===== config.mk =====
export PLATFORM = sky130hd
export DESIGN_NAME = ifsb_flag_bank
export DESIGN_NICKNAME = d
export VERILOG_FILES = /design/src/verilog/ifsb_pkg.sv /design/src/verilog/ifsb_flag_word.sv /design/src/verilog/ifsb_ahb_port.sv /design/src/verilog/ifsb_flag_bank.sv
export VERILOG_INCLUDE_DIRS = /design/src /design/src/verilog
export SDC_FILE = /design/constraint.sdc
export NUM_CORES = 1
export LEC_CHECK = 0
export BUFFER_PORTS_ARGS = -buffer_cell sky130_fd_sc_hd__clkbuf_2
export CORE_MARGIN = 4
export CORE_UTILIZATION = 47
export DETAILED_ROUTE_END_ITERATION = 10
export MAX_ROUTING_LAYER = met4
export PLACE_DENSITY_LB_ADDON = 0.08
export SYNTH_ARGS = -nofsm -noshare
export SYNTH_HDL_FRONTEND = slang
export SYNTH_SLANG_ARGS = --single-unit

===== constraint.sdc =====
create_clock -name core_clk -period 3.7 [get_ports core_clk]
set_clock_uncertainty 0.2 [all_clocks]
set_input_delay 0.185 -clock core_clk [delete_from_list [all_inputs] [get_ports core_clk]]
set_output_delay 0.185 -clock core_clk [all_outputs]
set_load 0.03 [all_outputs]

===== src/verilog/ifsb_regs.svh =====
// Offsets, field positions, masks and reset values of the flag status bank
`ifndef IFSB_REGS_SVH
`define IFSB_REGS_SVH

// Byte offsets of the two flag words on the bus
`define IFSB_OFS_FLAGS_ONE     32'h0000_0000
`define IFSB_OFS_FLAGS_TWO     32'h0000_0004
`define IFSB_OFS_MASK          32'h0000_00FC

// Reset value and implemented-bit masks
`define IFSB_FLAGS_RESET       16'h0000
`define IFSB_IMPL_ONE          16'hFFFB
`define IFSB_IMPL_TWO          16'hDFFF
`define IFSB_RSVD_ONE          2
`define IFSB_RSVD_TWO          13

// Field positions, first flag word
`define IFSB_UART_B_TX_PENDING      15
`define IFSB_UART_B_RX_PENDING      14
`define IFSB_EXT_IRQ_B_PENDING      13
`define IFSB_TIMER_FIVE_PENDING     12
`define IFSB_TIMER_FOUR_PENDING     11
`define IFSB_COMPARE_OUT_FOUR_PEND  10
`define IFSB_COMPARE_OUT_THREE_PEND 9
`define IFSB_DMA_CHAN_TWO_DONE      8
`define IFSB_CAPTURE_EIGHT_PENDING  7
`define IFSB_CAPTURE_SEVEN_PENDING  6
`define IFSB_ADC_B_DONE_PENDING     5
`define IFSB_EXT_IRQ_A_PENDING      4
`define IFSB_PIN_CHANGE_PENDING     3
`define IFSB_I2C_A_MASTER_PENDING   1
`define IFSB_I2C_A_SLAVE_PENDING    0

// Field positions, second flag word
`define IFSB_TIMER_SIX_PENDING      15
`define IFSB_DMA_CHAN_FOUR_DONE     14
`define IFSB_COMPARE_OUT_EIGHT_PEND 12
`define IFSB_COMPARE_OUT_SEVEN_PEND 11
`define IFSB_COMPARE_OUT_SIX_PEND   10
`define IFSB_COMPARE_OUT_FIVE_PEND  9
`define IFSB_CAPTURE_SIX_PENDING    8
`define IFSB_CAPTURE_FIVE_PENDING   7
`define IFSB_CAPTURE_FOUR_PENDING   6
`define IFSB_CAPTURE_THREE_PENDING  5
`define IFSB_DMA_CHAN_THREE_DONE    4
`define IFSB_CAN_A_EVENT_PENDING    3
`define IFSB_CAN_A_RX_READY_PENDING 2
`define IFSB_SPI_B_EVENT_PENDING    1
`define IFSB_SPI_B_ERROR_PENDING    0

`endif


===== src/verilog/ifsb_pkg.sv =====
// Types shared by the flag status bank
package ifsb_pkg;

    // Bus slave phase, Gray coded along idle -> data -> idle
    typedef enum logic [1:0] {
        PH_IDLE  = 2'b00,
        PH_WRITE = 2'b01,
        PH_READ  = 2'b10
    } ifsb_phase_t;

    typedef logic [15:0] ifsb_word_t;

endpackage : ifsb_pkg


===== src/verilog/ifsb_flag_word.sv =====
// One 16-bit sticky flag word with software read/write access
`timescale 1ns/100ps
`include "ifsb_regs.svh"

module ifsb_flag_word #(
    parameter logic [15:0] IMPL_MASK = 16'hFFFF
) (
    input  wire logic        core_clk,
    input  wire logic        rst,
    input  wire logic [15:0] setEvt,
    input  wire logic        wrEn,
    input  wire logic [15:0] wrData,
    output logic      [15:0] flags_q
);

    logic [15:0] base;
    logic [15:0] flags_d;

    // Written value replaces the word; a same-cycle event still wins
    assign base    = wrEn ? wrData : flags_q;
    assign flags_d = (base | setEvt) & IMPL_MASK;

    // Flags clear only on reset or by a software write of zero
    always_ff @(posedge core_clk)
    begin
        if (rst)
            flags_q <= `IFSB_FLAGS_RESET;
        else
            flags_q <= flags_d;
    end

endmodule : ifsb_flag_word


===== src/verilog/ifsb_ahb_port.sv =====
// AHB-Lite slave phase tracker: one wait state, in which the data phase acts
`timescale 1ns/100ps

module ifsb_ahb_port (
    input  wire logic        core_clk,
    input  wire logic        rst,
    input  wire logic        hsel,
    input  wire logic [31:0] haddr,
    input  wire logic [1:0]  htrans,
    input  wire logic        hwrite,
    input  wire logic        hready,
    output logic             hreadyout_q,
    output logic      [31:0] addr_q,
    output logic             wrStb,
    output logic             rdStb
);

    ifsb_pkg::ifsb_phase_t phase_q;
    ifsb_pkg::ifsb_phase_t phase_d;
    logic                  accept;

    // Only NONSEQ/SEQ with the bus ready start a transfer
    assign accept = hsel & htrans[1] & hready;
    assign wrStb  = (phase_q == ifsb_pkg::PH_WRITE);
    assign rdStb  = (phase_q == ifsb_pkg::PH_READ);

    // Next phase; data phase always lasts exactly one stalled cycle
    always_comb
    begin
        case (phase_q)
            ifsb_pkg::PH_IDLE:
                phase_d = accept ? (hwrite ? ifsb_pkg::PH_WRITE : ifsb_pkg::PH_READ)
                                 : ifsb_pkg::PH_IDLE;
            ifsb_pkg::PH_WRITE: phase_d = ifsb_pkg::PH_IDLE;
            ifsb_pkg::PH_READ:  phase_d = ifsb_pkg::PH_IDLE;
            default:            phase_d = ifsb_pkg::PH_IDLE;
        endcase
    end

    // Wait state lets read data come from a flop and see fresh flags
    always_ff @(posedge core_clk)
    begin
        if (rst)
        begin
            phase_q     <= ifsb_pkg::PH_IDLE;
            hreadyout_q <= 1'b1;
            addr_q      <= 32'h0000_0000;
        end
        else
        begin
            phase_q     <= phase_d;
            hreadyout_q <= (phase_d == ifsb_pkg::PH_IDLE);
            if (accept && phase_q == ifsb_pkg::PH_IDLE)
                addr_q <= haddr;
        end
    end

endmodule : ifsb_ahb_port


===== src/verilog/ifsb_flag_bank.sv =====
// Interrupt flag status bank: two sticky flag words behind an AHB-Lite slave
//
// The register offsets and register access over AHB-Lite were left to the implementer.
`timescale 1ns/100ps
`include "ifsb_regs.svh"

module ifsb_flag_bank (
    input  wire logic        core_clk,
    input  wire logic        rst,
    input  wire logic        hsel,
    input  wire logic [31:0] haddr,
    input  wire logic [1:0]  htrans,
    input  wire logic        hwrite,
    input  wire logic [2:0]  hsize,
    input  wire logic [31:0] hwdata,
    input  wire logic        hready,
    output logic             hreadyout,
    output logic             hresp,
    output logic      [31:0] hrdata,
    input  wire logic        uartBTxEvt,
    input  wire logic        uartBRxEvt,
    input  wire logic        extIrqBEvt,
    input  wire logic        timerFiveEvt,
    input  wire logic        timerFourEvt,
    input  wire logic        compareOutFourEvt,
    input  wire logic        compareOutThreeEvt,
    input  wire logic        dmaChanTwoEvt,
    input  wire logic        captureEightEvt,
    input  wire logic        captureSevenEvt,
    input  wire logic        adcBDoneEvt,
    input  wire logic        extIrqAEvt,
    input  wire logic        pinChangeEvt,
    input  wire logic        i2cAMasterEvt,
    input  wire logic        i2cASlaveEvt,
    input  wire logic        timerSixEvt,
    input  wire logic        dmaChanFourEvt,
    input  wire logic        compareOutEightEvt,
    input  wire logic        compareOutSevenEvt,
    input  wire logic        compareOutSixEvt,
    input  wire logic        compareOutFiveEvt,
    input  wire logic        captureSixEvt,
    input  wire logic        captureFiveEvt,
    input  wire logic        captureFourEvt,
    input  wire logic        captureThreeEvt,
    input  wire logic        dmaChanThreeEvt,
    input  wire logic        canAEventEvt,
    input  wire logic        canARxReadyEvt,
    input  wire logic        spiBEventEvt,
    input  wire logic        spiBErrorEvt,
    output logic      [15:0] flagsOne,
    output logic      [15:0] flagsTwo
);

    // Word decode shared by the write and read paths
    function automatic logic hitReg(input logic [31:0] addr, input logic [31:0] ofs);
        hitReg = ((addr & `IFSB_OFS_MASK) == ofs) && (addr[31:8] == 24'h00_0000);
    endfunction : hitReg

    ifsb_pkg::ifsb_word_t setOne;
    ifsb_pkg::ifsb_word_t setTwo;
    logic [31:0]          addr_q;
    logic [31:0]          hrdata_q;
    logic                 hresp_q;
    logic                 hreadyout_q;
    logic                 wrStb;
    logic                 rdStb;
    logic                 hitOne;
    logic                 hitTwo;
    logic                 wrOne;
    logic                 wrTwo;
    logic [31:0]          rdMux;

    // Event wiring, first word; reserved bit has no source
    assign setOne[`IFSB_UART_B_TX_PENDING]      = uartBTxEvt;
    assign setOne[`IFSB_UART_B_RX_PENDING]      = uartBRxEvt;
    assign setOne[`IFSB_EXT_IRQ_B_PENDING]      = extIrqBEvt;
    assign setOne[`IFSB_TIMER_FIVE_PENDING]     = timerFiveEvt;
    assign setOne[`IFSB_TIMER_FOUR_PENDING]     = timerFourEvt;
    assign setOne[`IFSB_COMPARE_OUT_FOUR_PEND]  = compareOutFourEvt;
    assign setOne[`IFSB_COMPARE_OUT_THREE_PEND] = compareOutThreeEvt;
    assign setOne[`IFSB_DMA_CHAN_TWO_DONE]      = dmaChanTwoEvt;
    assign setOne[`IFSB_CAPTURE_EIGHT_PENDING]  = captureEightEvt;
    assign setOne[`IFSB_CAPTURE_SEVEN_PENDING]  = captureSevenEvt;
    assign setOne[`IFSB_ADC_B_DONE_PENDING]     = adcBDoneEvt;
    assign setOne[`IFSB_EXT_IRQ_A_PENDING]      = extIrqAEvt;
    assign setOne[`IFSB_PIN_CHANGE_PENDING]     = pinChangeEvt;
    assign setOne[`IFSB_RSVD_ONE]               = 1'b0;
    assign setOne[`IFSB_I2C_A_MASTER_PENDING]   = i2cAMasterEvt;
    assign setOne[`IFSB_I2C_A_SLAVE_PENDING]    = i2cASlaveEvt;

    // Event wiring, second word; reserved bit has no source
    assign setTwo[`IFSB_TIMER_SIX_PENDING]      = timerSixEvt;
    assign setTwo[`IFSB_DMA_CHAN_FOUR_DONE]     = dmaChanFourEvt;
    assign setTwo[`IFSB_RSVD_TWO]               = 1'b0;
    assign setTwo[`IFSB_COMPARE_OUT_EIGHT_PEND] = compareOutEightEvt;
    assign setTwo[`IFSB_COMPARE_OUT_SEVEN_PEND] = compareOutSevenEvt;
    assign setTwo[`IFSB_COMPARE_OUT_SIX_PEND]   = compareOutSixEvt;
    assign setTwo[`IFSB_COMPARE_OUT_FIVE_PEND]  = compareOutFiveEvt;
    assign setTwo[`IFSB_CAPTURE_SIX_PENDING]    = captureSixEvt;
    assign setTwo[`IFSB_CAPTURE_FIVE_PENDING]   = captureFiveEvt;
    assign setTwo[`IFSB_CAPTURE_FOUR_PENDING]   = captureFourEvt;
    assign setTwo[`IFSB_CAPTURE_THREE_PENDING]  = captureThreeEvt;
    assign setTwo[`IFSB_DMA_CHAN_THREE_DONE]    = dmaChanThreeEvt;
    assign setTwo[`IFSB_CAN_A_EVENT_PENDING]    = canAEventEvt;
    assign setTwo[`IFSB_CAN_A_RX_READY_PENDING] = canARxReadyEvt;
    assign setTwo[`IFSB_SPI_B_EVENT_PENDING]    = spiBEventEvt;
    assign setTwo[`IFSB_SPI_B_ERROR_PENDING]    = spiBErrorEvt;

    // Bus phase tracking with a single wait state per transfer
    ifsb_ahb_port u_port (
        .core_clk    (core_clk),
        .rst         (rst),
        .hsel        (hsel),
        .haddr       (haddr),
        .htrans      (htrans),
        .hwrite      (hwrite),
        .hready      (hready),
        .hreadyout_q (hreadyout_q),
        .addr_q      (addr_q),
        .wrStb       (wrStb),
        .rdStb       (rdStb)
    );

    // Address decode; hsize is not checked, only whole words are expected
    assign hitOne = hitReg(addr_q, `IFSB_OFS_FLAGS_ONE);
    assign hitTwo = hitReg(addr_q, `IFSB_OFS_FLAGS_TWO);
    assign wrOne  = wrStb & hitOne;
    assign wrTwo  = wrStb & hitTwo;

    // Flag words; enables live elsewhere so setting never depends on them
    ifsb_flag_word #(
        .IMPL_MASK (`IFSB_IMPL_ONE)
    ) u_word_one (
        .core_clk (core_clk),
        .rst      (rst),
        .setEvt   (setOne),
        .wrEn     (wrOne),
        .wrData   (hwdata[15:0]),
        .flags_q  (flagsOne)
    );

    ifsb_flag_word #(
        .IMPL_MASK (`IFSB_IMPL_TWO)
    ) u_word_two (
        .core_clk (core_clk),
        .rst      (rst),
        .setEvt   (setTwo),
        .wrEn     (wrTwo),
        .wrData   (hwdata[15:0]),
        .flags_q  (flagsTwo)
    );

    // Read select; unmapped offsets and upper half read as zero
    assign rdMux = hitOne ? {16'h0000, flagsOne} :
                   hitTwo ? {16'h0000, flagsTwo} : 32'h0000_0000;

    // Read data registered at the end of the wait state
    always_ff @(posedge core_clk)
    begin
        if (rst)
        begin
            hrdata_q <= 32'h0000_0000;
            hresp_q  <= 1'b0;
        end
        else
        begin
            hresp_q <= 1'b0;
            if (rdStb)
                hrdata_q <= rdMux;
        end
    end

    assign hreadyout = hreadyout_q;
    assign hresp     = hresp_q;
    assign hrdata    = hrdata_q;
endmodule : ifsb_flag_bank


==> metrics.yaml, run 1 <==
synth.largest_area_cell: "dfxtp_1"
mostFrequentLayoutCell: "clkbuf_2"
crit-reg2reg-capture: "u_word_one.flags_q[10]"
setup.worst_path.start: "u_port.addr_q[4]"
core-area_um2: 6910
synthesized_area_per_cell_um2: 9.05
place.gp.congestion: 0.797
fin_setup_tns_ns: 0
max_freq_ghz: 0.343
die_outline_area_um2: 8640
critical_path_class: "flop to flop"
utilization_pct: 74.2
yosys-top-cells-area: "dfxtp_1 (47%), mux2i_1 (13%), o21ai_0 (9.7%)"
antenna_cells_inserted: 0
postSynthRegisterBits: 79
cp_num_buf_inv: 2
critPathCaptureType: "flop"
ios: 170
overflow: 0
synthDistinctLibCells: 30
tightestPinTransition_ns: 1.03
area.sequential_um2: 1580
viasPerCell: 4.91
vias: 3366
power_leakage_nw: 2.15
gate_count_after_technology_mapping: 375
worst_path_max_fanout: 10
result_of_the_run: "complete, no violations"
wl_per_cell_um: 13.6
synth_largest_type_area_fraction_pct: 46.6
grt_setup_unrepaired: "no"
syn_to_final_growth_pct: 51.0
critPathRequiredTime_ns: 3.78
cts_clock_pin_slew_for_the_worst_setup_and_hold_paths_ns: 0.08
multiInputGateArea_um2: 1590
synth_sequential_area_ratio_pct: 46.6
post-dp-hpwl_mm: 5.85
die-width_um: 93.0
max_cap_violations: 0
drt_pass1_iterations: 4
synth_warnings: 0
post_route_cells_drive_above_1_share_pct: 28.6
final_max_slew_viol_count: 0
routed_wl_mm: 9.34
tritoncts_num_sinks: 79
cts_tree: "yes"
worst_path_largest_cell_delay_ns: 0.56
critical_path.endpoint: "u_word_one.flags_q[10]"
final_hold_viol_count: 0
timing.final.setup_violations: 0
finalHoldWorstSlack_ns: 0.238
number_of_antenna_violations_at_the_first_check_in_global_routing: 0
critical_path_depth: 6
netlist_area_um2: 3390
clk_latency_ns: 0.34
worstPathArrival_ns: 2.99
layout.cells.most_common_list: "clkbuf_2 (128), dlygate4sd3_1 (91), dfxtp_1 (79)"
critical_path.cell_chain: "nor4_1 -> nand3_2 -> nor4_4 -> buf_4 -> mux2i_1 -> dlygate4sd3_1"
r2r_cells: 6
io_buffer_count: 128
drt_drc_violations_left: 0
worst_path_max_delay_cell: "dlygate4sd3_1"
drtIter0Drc: 91
max-slew-margin-rel_pct: 31.3
pin_count_of_the_biggest_net_entering_global_routing: 63
ant_nets: 0
clock_tree.htree_level_count: 3
initial_utilization_pct: 49.1
post-layout-total-power_mw: 1.99
die_height_um: 93.0
first_global_vias: 3242
finish.net_count: 690
finalCriticalPeriod_ns: 2.91
period_utilization_post_route_pct: 78.7
postLayoutSetupSlackWorst_ns: 0.788
r2r-start: "u_port.addr_q[4]"
grt_first_pass_wirelength_mm: 15.0
clk_path_buf_depth: 2
core.rowCount: 30
setup.worst_path.start_class: "flop"
cts-resized-gates: 0
power.ir.vdd_worst_mv: 0.231
cts_made_buffers: 9
global_route.usage.total_pct: 22.2
filler_cell_count: 545
pwr_density_cell_nw_per_um2: 389
holdCritPathClass: "input port to flop"
worst_path_dominant_cell_family: "simple AND/OR/NAND/NOR gates"
cts-root-buf: "clkbuf_8"
dp_slack_ns: 1.30
ff2ff_setup_slack_ns: 0.79
## cells by family after synthesis
kind of cell,count (synthesis),synth area share (%)
compound gates,107,16.9
buf+inv,44,8.52
flops,79,46.6
mux,44,13.0
other cells,1,0.111
simple gates,100,14.9
## timing repair
action / 4_1_cts / 5_1_grt
buffers inserted: 0 / 0
endpoints found under the hold margin: 62 / 0
hold buffers: 91 / 0
## power by group
group / internal, mW / switching (mW) / total (mW)
Clock: 0.431 / 0.294 / 0.725
Combinational: 0.161 / 0.194 / 0.354
Sequential: 0.887 / 0.0252 / 0.912
Total: 1.48 / 0.513 / 1.99
## state kept, by name, indices dropped and copies added (netlist names)
name	flops
u_port.addr_q	30
u_word_two.flags_q	15
u_word_one.flags_q	15
u_port.phase_q	2
u_port.hreadyout_q	1
hrdata	16
## routing by layer
layer	global-route usage, %	share of wire (%)
met4	8.42	1.7
met1	25.6	42
met2	38.5	50
met5	-	0
met3	3.86	6.3
## worst register-to-register path: cells and delay by family (launching register included)
family | cells | cell delay [ns]
multiplexers | 1 | 0.22
AND/OR/NAND/NOR | 3 | 1.20
flip-flops | 1 | 0.32
buffers and inverters | 2 | 0.92
## stage by stage
| step | std cells | area (µm²) |
|---|---|---|
| floorplan | 393 | 3460 |
| global placement | 580 | 3980 |
| detailed placement | 580 | 3980 |
| CTS | 686 | 5120 |
| global route | 686 | 5120 |
| finish | 686 | 5120 |
## how the worst min path moves through the flow
stage / start / end / slack, ns / cells past startpoint
final: htrans[1] / u_port.addr_q[8] / 0.24 / 5
after global placement: hwrite / u_port.phase_q[1] / 0.18 / 2
after floorplan: hwrite / u_port.phase_q[1] / 0.06 / 1
after global routing: htrans[1] / u_port.addr_q[24] / 0.27 / 5
after CTS: htrans[1] / u_port.addr_q[8] / 0.22 / 5
after detailed placement: hwrite / u_port.phase_q[1] / 0.18 / 2
## synthesized netlist by cell type
master         count
dfxtp_1           79
nand2_1           78
o21ai_0           66
mux2i_1           44
a21oi_1           31
buf_4             19
clkbuf_1          15
o21ai_2           10
buf_6              4
nor2_1             3
nor4_1             3
nor4_4             3
inv_1              2
nor4_2             2
and3_1             1
and4_1             1
buf_1              1
buf_12             1
buf_2              1
conb_1             1
dlygate4sd1_1      1
nand3_1            1
nand3_2            1
nand3b_1           1
nand4_1            1
nand4_2            1
or2b_2             1
or3_1              1
or3_4              1
or4_4              1
## cell type report
cell class | instances | share of cell area (%)
Clock buffer | 12 | 3.22
Clock inverter | 3 | 1.27
Inverter | 2 | 0.147
Multi-Input combinational cell | 270 | 31.1
Sequential cell | 79 | 30.9
Tap cell | 96 | 2.34
Timing Repair Buffer | 224 | 31.0
No activity file was read; power rests on OpenSTA's default activity.
==> run 2: changes to the inputs <==
--- a/config.mk
+++ b/config.mk
@@ -6,9 +6,10 @@
 export SDC_FILE = /design/constraint.sdc
 export NUM_CORES = 1
 export LEC_CHECK = 0
+export ABC_AREA = 1
 export BUFFER_PORTS_ARGS = -buffer_cell sky130_fd_sc_hd__clkbuf_2
 export CORE_MARGIN = 4
-export CORE_UTILIZATION = 47
+export CORE_UTILIZATION = 42
 export DETAILED_ROUTE_END_ITERATION = 10
 export MAX_ROUTING_LAYER = met4
 export PLACE_DENSITY_LB_ADDON = 0.08
==> constraint.sdc (replaced) <==
create_clock -name core_clk -period 2.5 [get_ports core_clk]
set_clock_uncertainty 0.2 [all_clocks]
set_input_delay 0.125 -clock core_clk [delete_from_list [all_inputs] [get_ports core_clk]]
set_output_delay 0.125 -clock core_clk [all_outputs]
set_load 0.03 [all_outputs]
==> run 2 against run 1 <==
Largest cell class is now buffers. Critical endpoint is now u_word_one.flags_q[7]. Highest routed layer unchanged. Area after synthesis up 9.9%. Global-route usage down 0.66 points. Clock power up 30%.
==> metrics.yaml, run 2 <==
proportion_of_register_bits_with_asynchronous_set_or_reset_after_synthesis_pct: 0
dominantRegCellSynth: "dfxtp_1"
mostFrequentLayoutCell: "clkbuf_2"
critPathCaptureType: "flop"
synth_fa_ha_area_share_pct: 0
critPathRequiredTime_ns: 2.54
pin_count_of_the_biggest_net_entering_global_routing: 64
synthXorXnorAreaFrac_pct: 0
final_hold_viol_count: 0
layout.cells.most_common_list: "clkbuf_2 (128), nor2_1 (103), dlygate4sd3_1 (91)"
die_height_um: 102
synthesized_area_per_cell_um2: 6.83
viasPerCell: 4.69
ios: 170
first_global_vias: 3790
post_route_cells_drive_above_1_share_pct: 22.1
netlist_area_um2: 3730
count_of_flip_flops_with_a_built_in_enable_after_synthesis: 0
synth-simple-area-share_pct: 36.4
final_max_slew_viol_count: 0
synth_compound_gate_area_share_pct: 4.70
routed_wl_mm: 11.3
synthMuxAreaShare_pct: 0
global_route.usage.total_pct: 21.5
timing.final.setup_violations: 0
clk_latency_ns: 0.34
holdCritPathClass: "input port to flop"
cts_made_buffers: 9
yosys-top-cells-area: "dfxtp_1 (42%), nor2_1 (11%), nand3_1 (9.9%)"
synth_largest_type_area_fraction_pct: 42.4
core-area_um2: 8680
cts_clock_pin_slew_for_the_worst_setup_and_hold_paths_ns: 0.09
core.rowCount: 34
max-slew-margin-rel_pct: 58.5
synth_warnings: 0
grt_first_pass_wirelength_mm: 17.2
pwr_density_cell_nw_per_um2: 542
finalCriticalPeriod_ns: 2.37
period_utilization_post_route_pct: 94.8
max_cap_violations: 0
io_buffer_count: 128
synth_commonest_cells: "nor2_1 (105), nand2_1 (81), dfxtp_1 (79), inv_1 (79), nand3_1 (74)"
synth_top_family_by_area: "simple AND/OR/NAND/NOR gates"
power_leakage_nw: 2.86
die_outline_area_um2: 10400
gate_count_after_technology_mapping: 546
max_flop_register: "u_port.addr_q"
clk_path_buf_depth: 2
post-dp-hpwl_mm: 7.29
overflow: 0
place.gp.congestion: 0.882
wl_per_cell_um: 12.9
largest_register_ffs: 30
tightestPinTransition_ns: 0.622
drtIter0Drc: 125
max_freq_ghz: 0.422
number_of_antenna_violations_at_the_first_check_in_global_routing: 0
worst_path_max_fanout: 7
tritoncts_num_sinks: 79
die-width_um: 102
result_of_the_run: "complete, no violations"
antenna_cells_inserted: 0
synthDistinctLibCells: 20
drt_pass1_iterations: 4
ant_nets: 0
clock_tree.htree_level_count: 3
synth.largest_area_cell: "dfxtp_1"
worstPathArrival_ns: 2.41
cts_tree: "yes"
post-layout-total-power_mw: 3.00
power.ir.vdd_worst_mv: 0.301
cts-root-buf: "clkbuf_8"
setup.worst_path.start_class: "flop"
synth_sequential_area_ratio_pct: 42.4
initial_utilization_pct: 43.0
critical_path_class: "flop to flop"
postSynthRegisterBits: 79
fin_setup_tns_ns: 0
utilization_pct: 63.9
drt_drc_violations_left: 0
finish.net_count: 862
syn_to_final_growth_pct: 48.7
vias: 4084
synthMostInstantiatedCell: "nor2_1"
grt_setup_unrepaired: "no"
## run 2: changes by cell type in the layout (fill, tap and decap cells not counted), sizes merged, moves of 10 or more
cell and delta:
nor2 +106, inv +78, nand3 +75, mux2i -44, o21ai -44, nand4 +30, a21oi -28, buf +10
## run 2: cell type report
cell class              instances  area (µm²)
clock buffers                   9         124
clock inverters                 7        71.3
fillers                       805        3130
inverters                      80         300
multi-input cells             354        1630
flip-flops and latches         79        1580
well taps                     108         135
repair buffers                234        1710
## run 2: worst max-delay path: stages (launching register included)
cell	delay, ns
dfxtp_1	0.32
nor3_1	0.20
nand2_1	0.19
nor2_4	0.20
buf_4	0.14
nand3_2	0.18
nand2_1	0.13
nand3_1	0.07
dlygate4sd3_1	0.55
nand2_1	0.06
inv_1	0.04
## run 2: cell families after synthesis
family | count (synthesis)
simple gates | 299
buf+inv | 132
flops | 79
compound gates | 35
other cells | 1
## run 2: routing by layer
| layer | part of all wire [%] | up-vias | wire (µm) | track usage [%] |
|---|---|---|---|---|
| li1 | - | 2102 | - | - |
| met1 | 41 | 1815 | 4630 | 25.1 |
| met2 | 50 | 148 | 5570 | 36.8 |
| met3 | 7.5 | 19 | 848 | 4.30 |
| met4 | 1.8 | 0 | 204 | 7.67 |
| met5 | 0 | - | 0 | - |
## run 2: repair_timing
item / 4_1_cts / 5_1_grt
hold buffers: 91 / 0
hold endpoints to repair: 62 / 0
setup buffers: 0 / 5
resized for setup: 0 / 4
setup endpoints to repair: 0 / 15
## run 2: where the power goes
part           total, mW  internal [mW]  switching, mW
registers           1.37           1.32         0.0442
clock network      0.942          0.463          0.478
logic              0.694          0.294          0.401
## run 2: through the flow
step                      cell area, µm²  worst slack [ns]  cells  hold WS (ns)
after CTS                           5480            0.0243    866        0.0443
after floorplan                     3800             0.933    564      -0.00262
after global placement              4370             0.488    759         0.104
final                               5540             0.129    871        0.0557
after global routing                5540           0.00205    871        0.0667
after detailed placement            4370             0.461    759         0.107
## run 2: worst paths after layout
| path | start | to | slack, ns | cells past startpoint |
|---|---|---|---|---|
| worst min-delay path | rst | hrdata[12] | 0.06 | 4 |
| worst max register to register | u_port.addr_q[5] | u_word_one.flags_q[7] | 0.13 | 10 |
| worst min register to register | u_port.addr_q[10] | u_port.addr_q[10] | 0.29 | 2 |
| worst max-delay path | u_port.addr_q[5] | u_word_one.flags_q[7] | 0.13 | 10 |
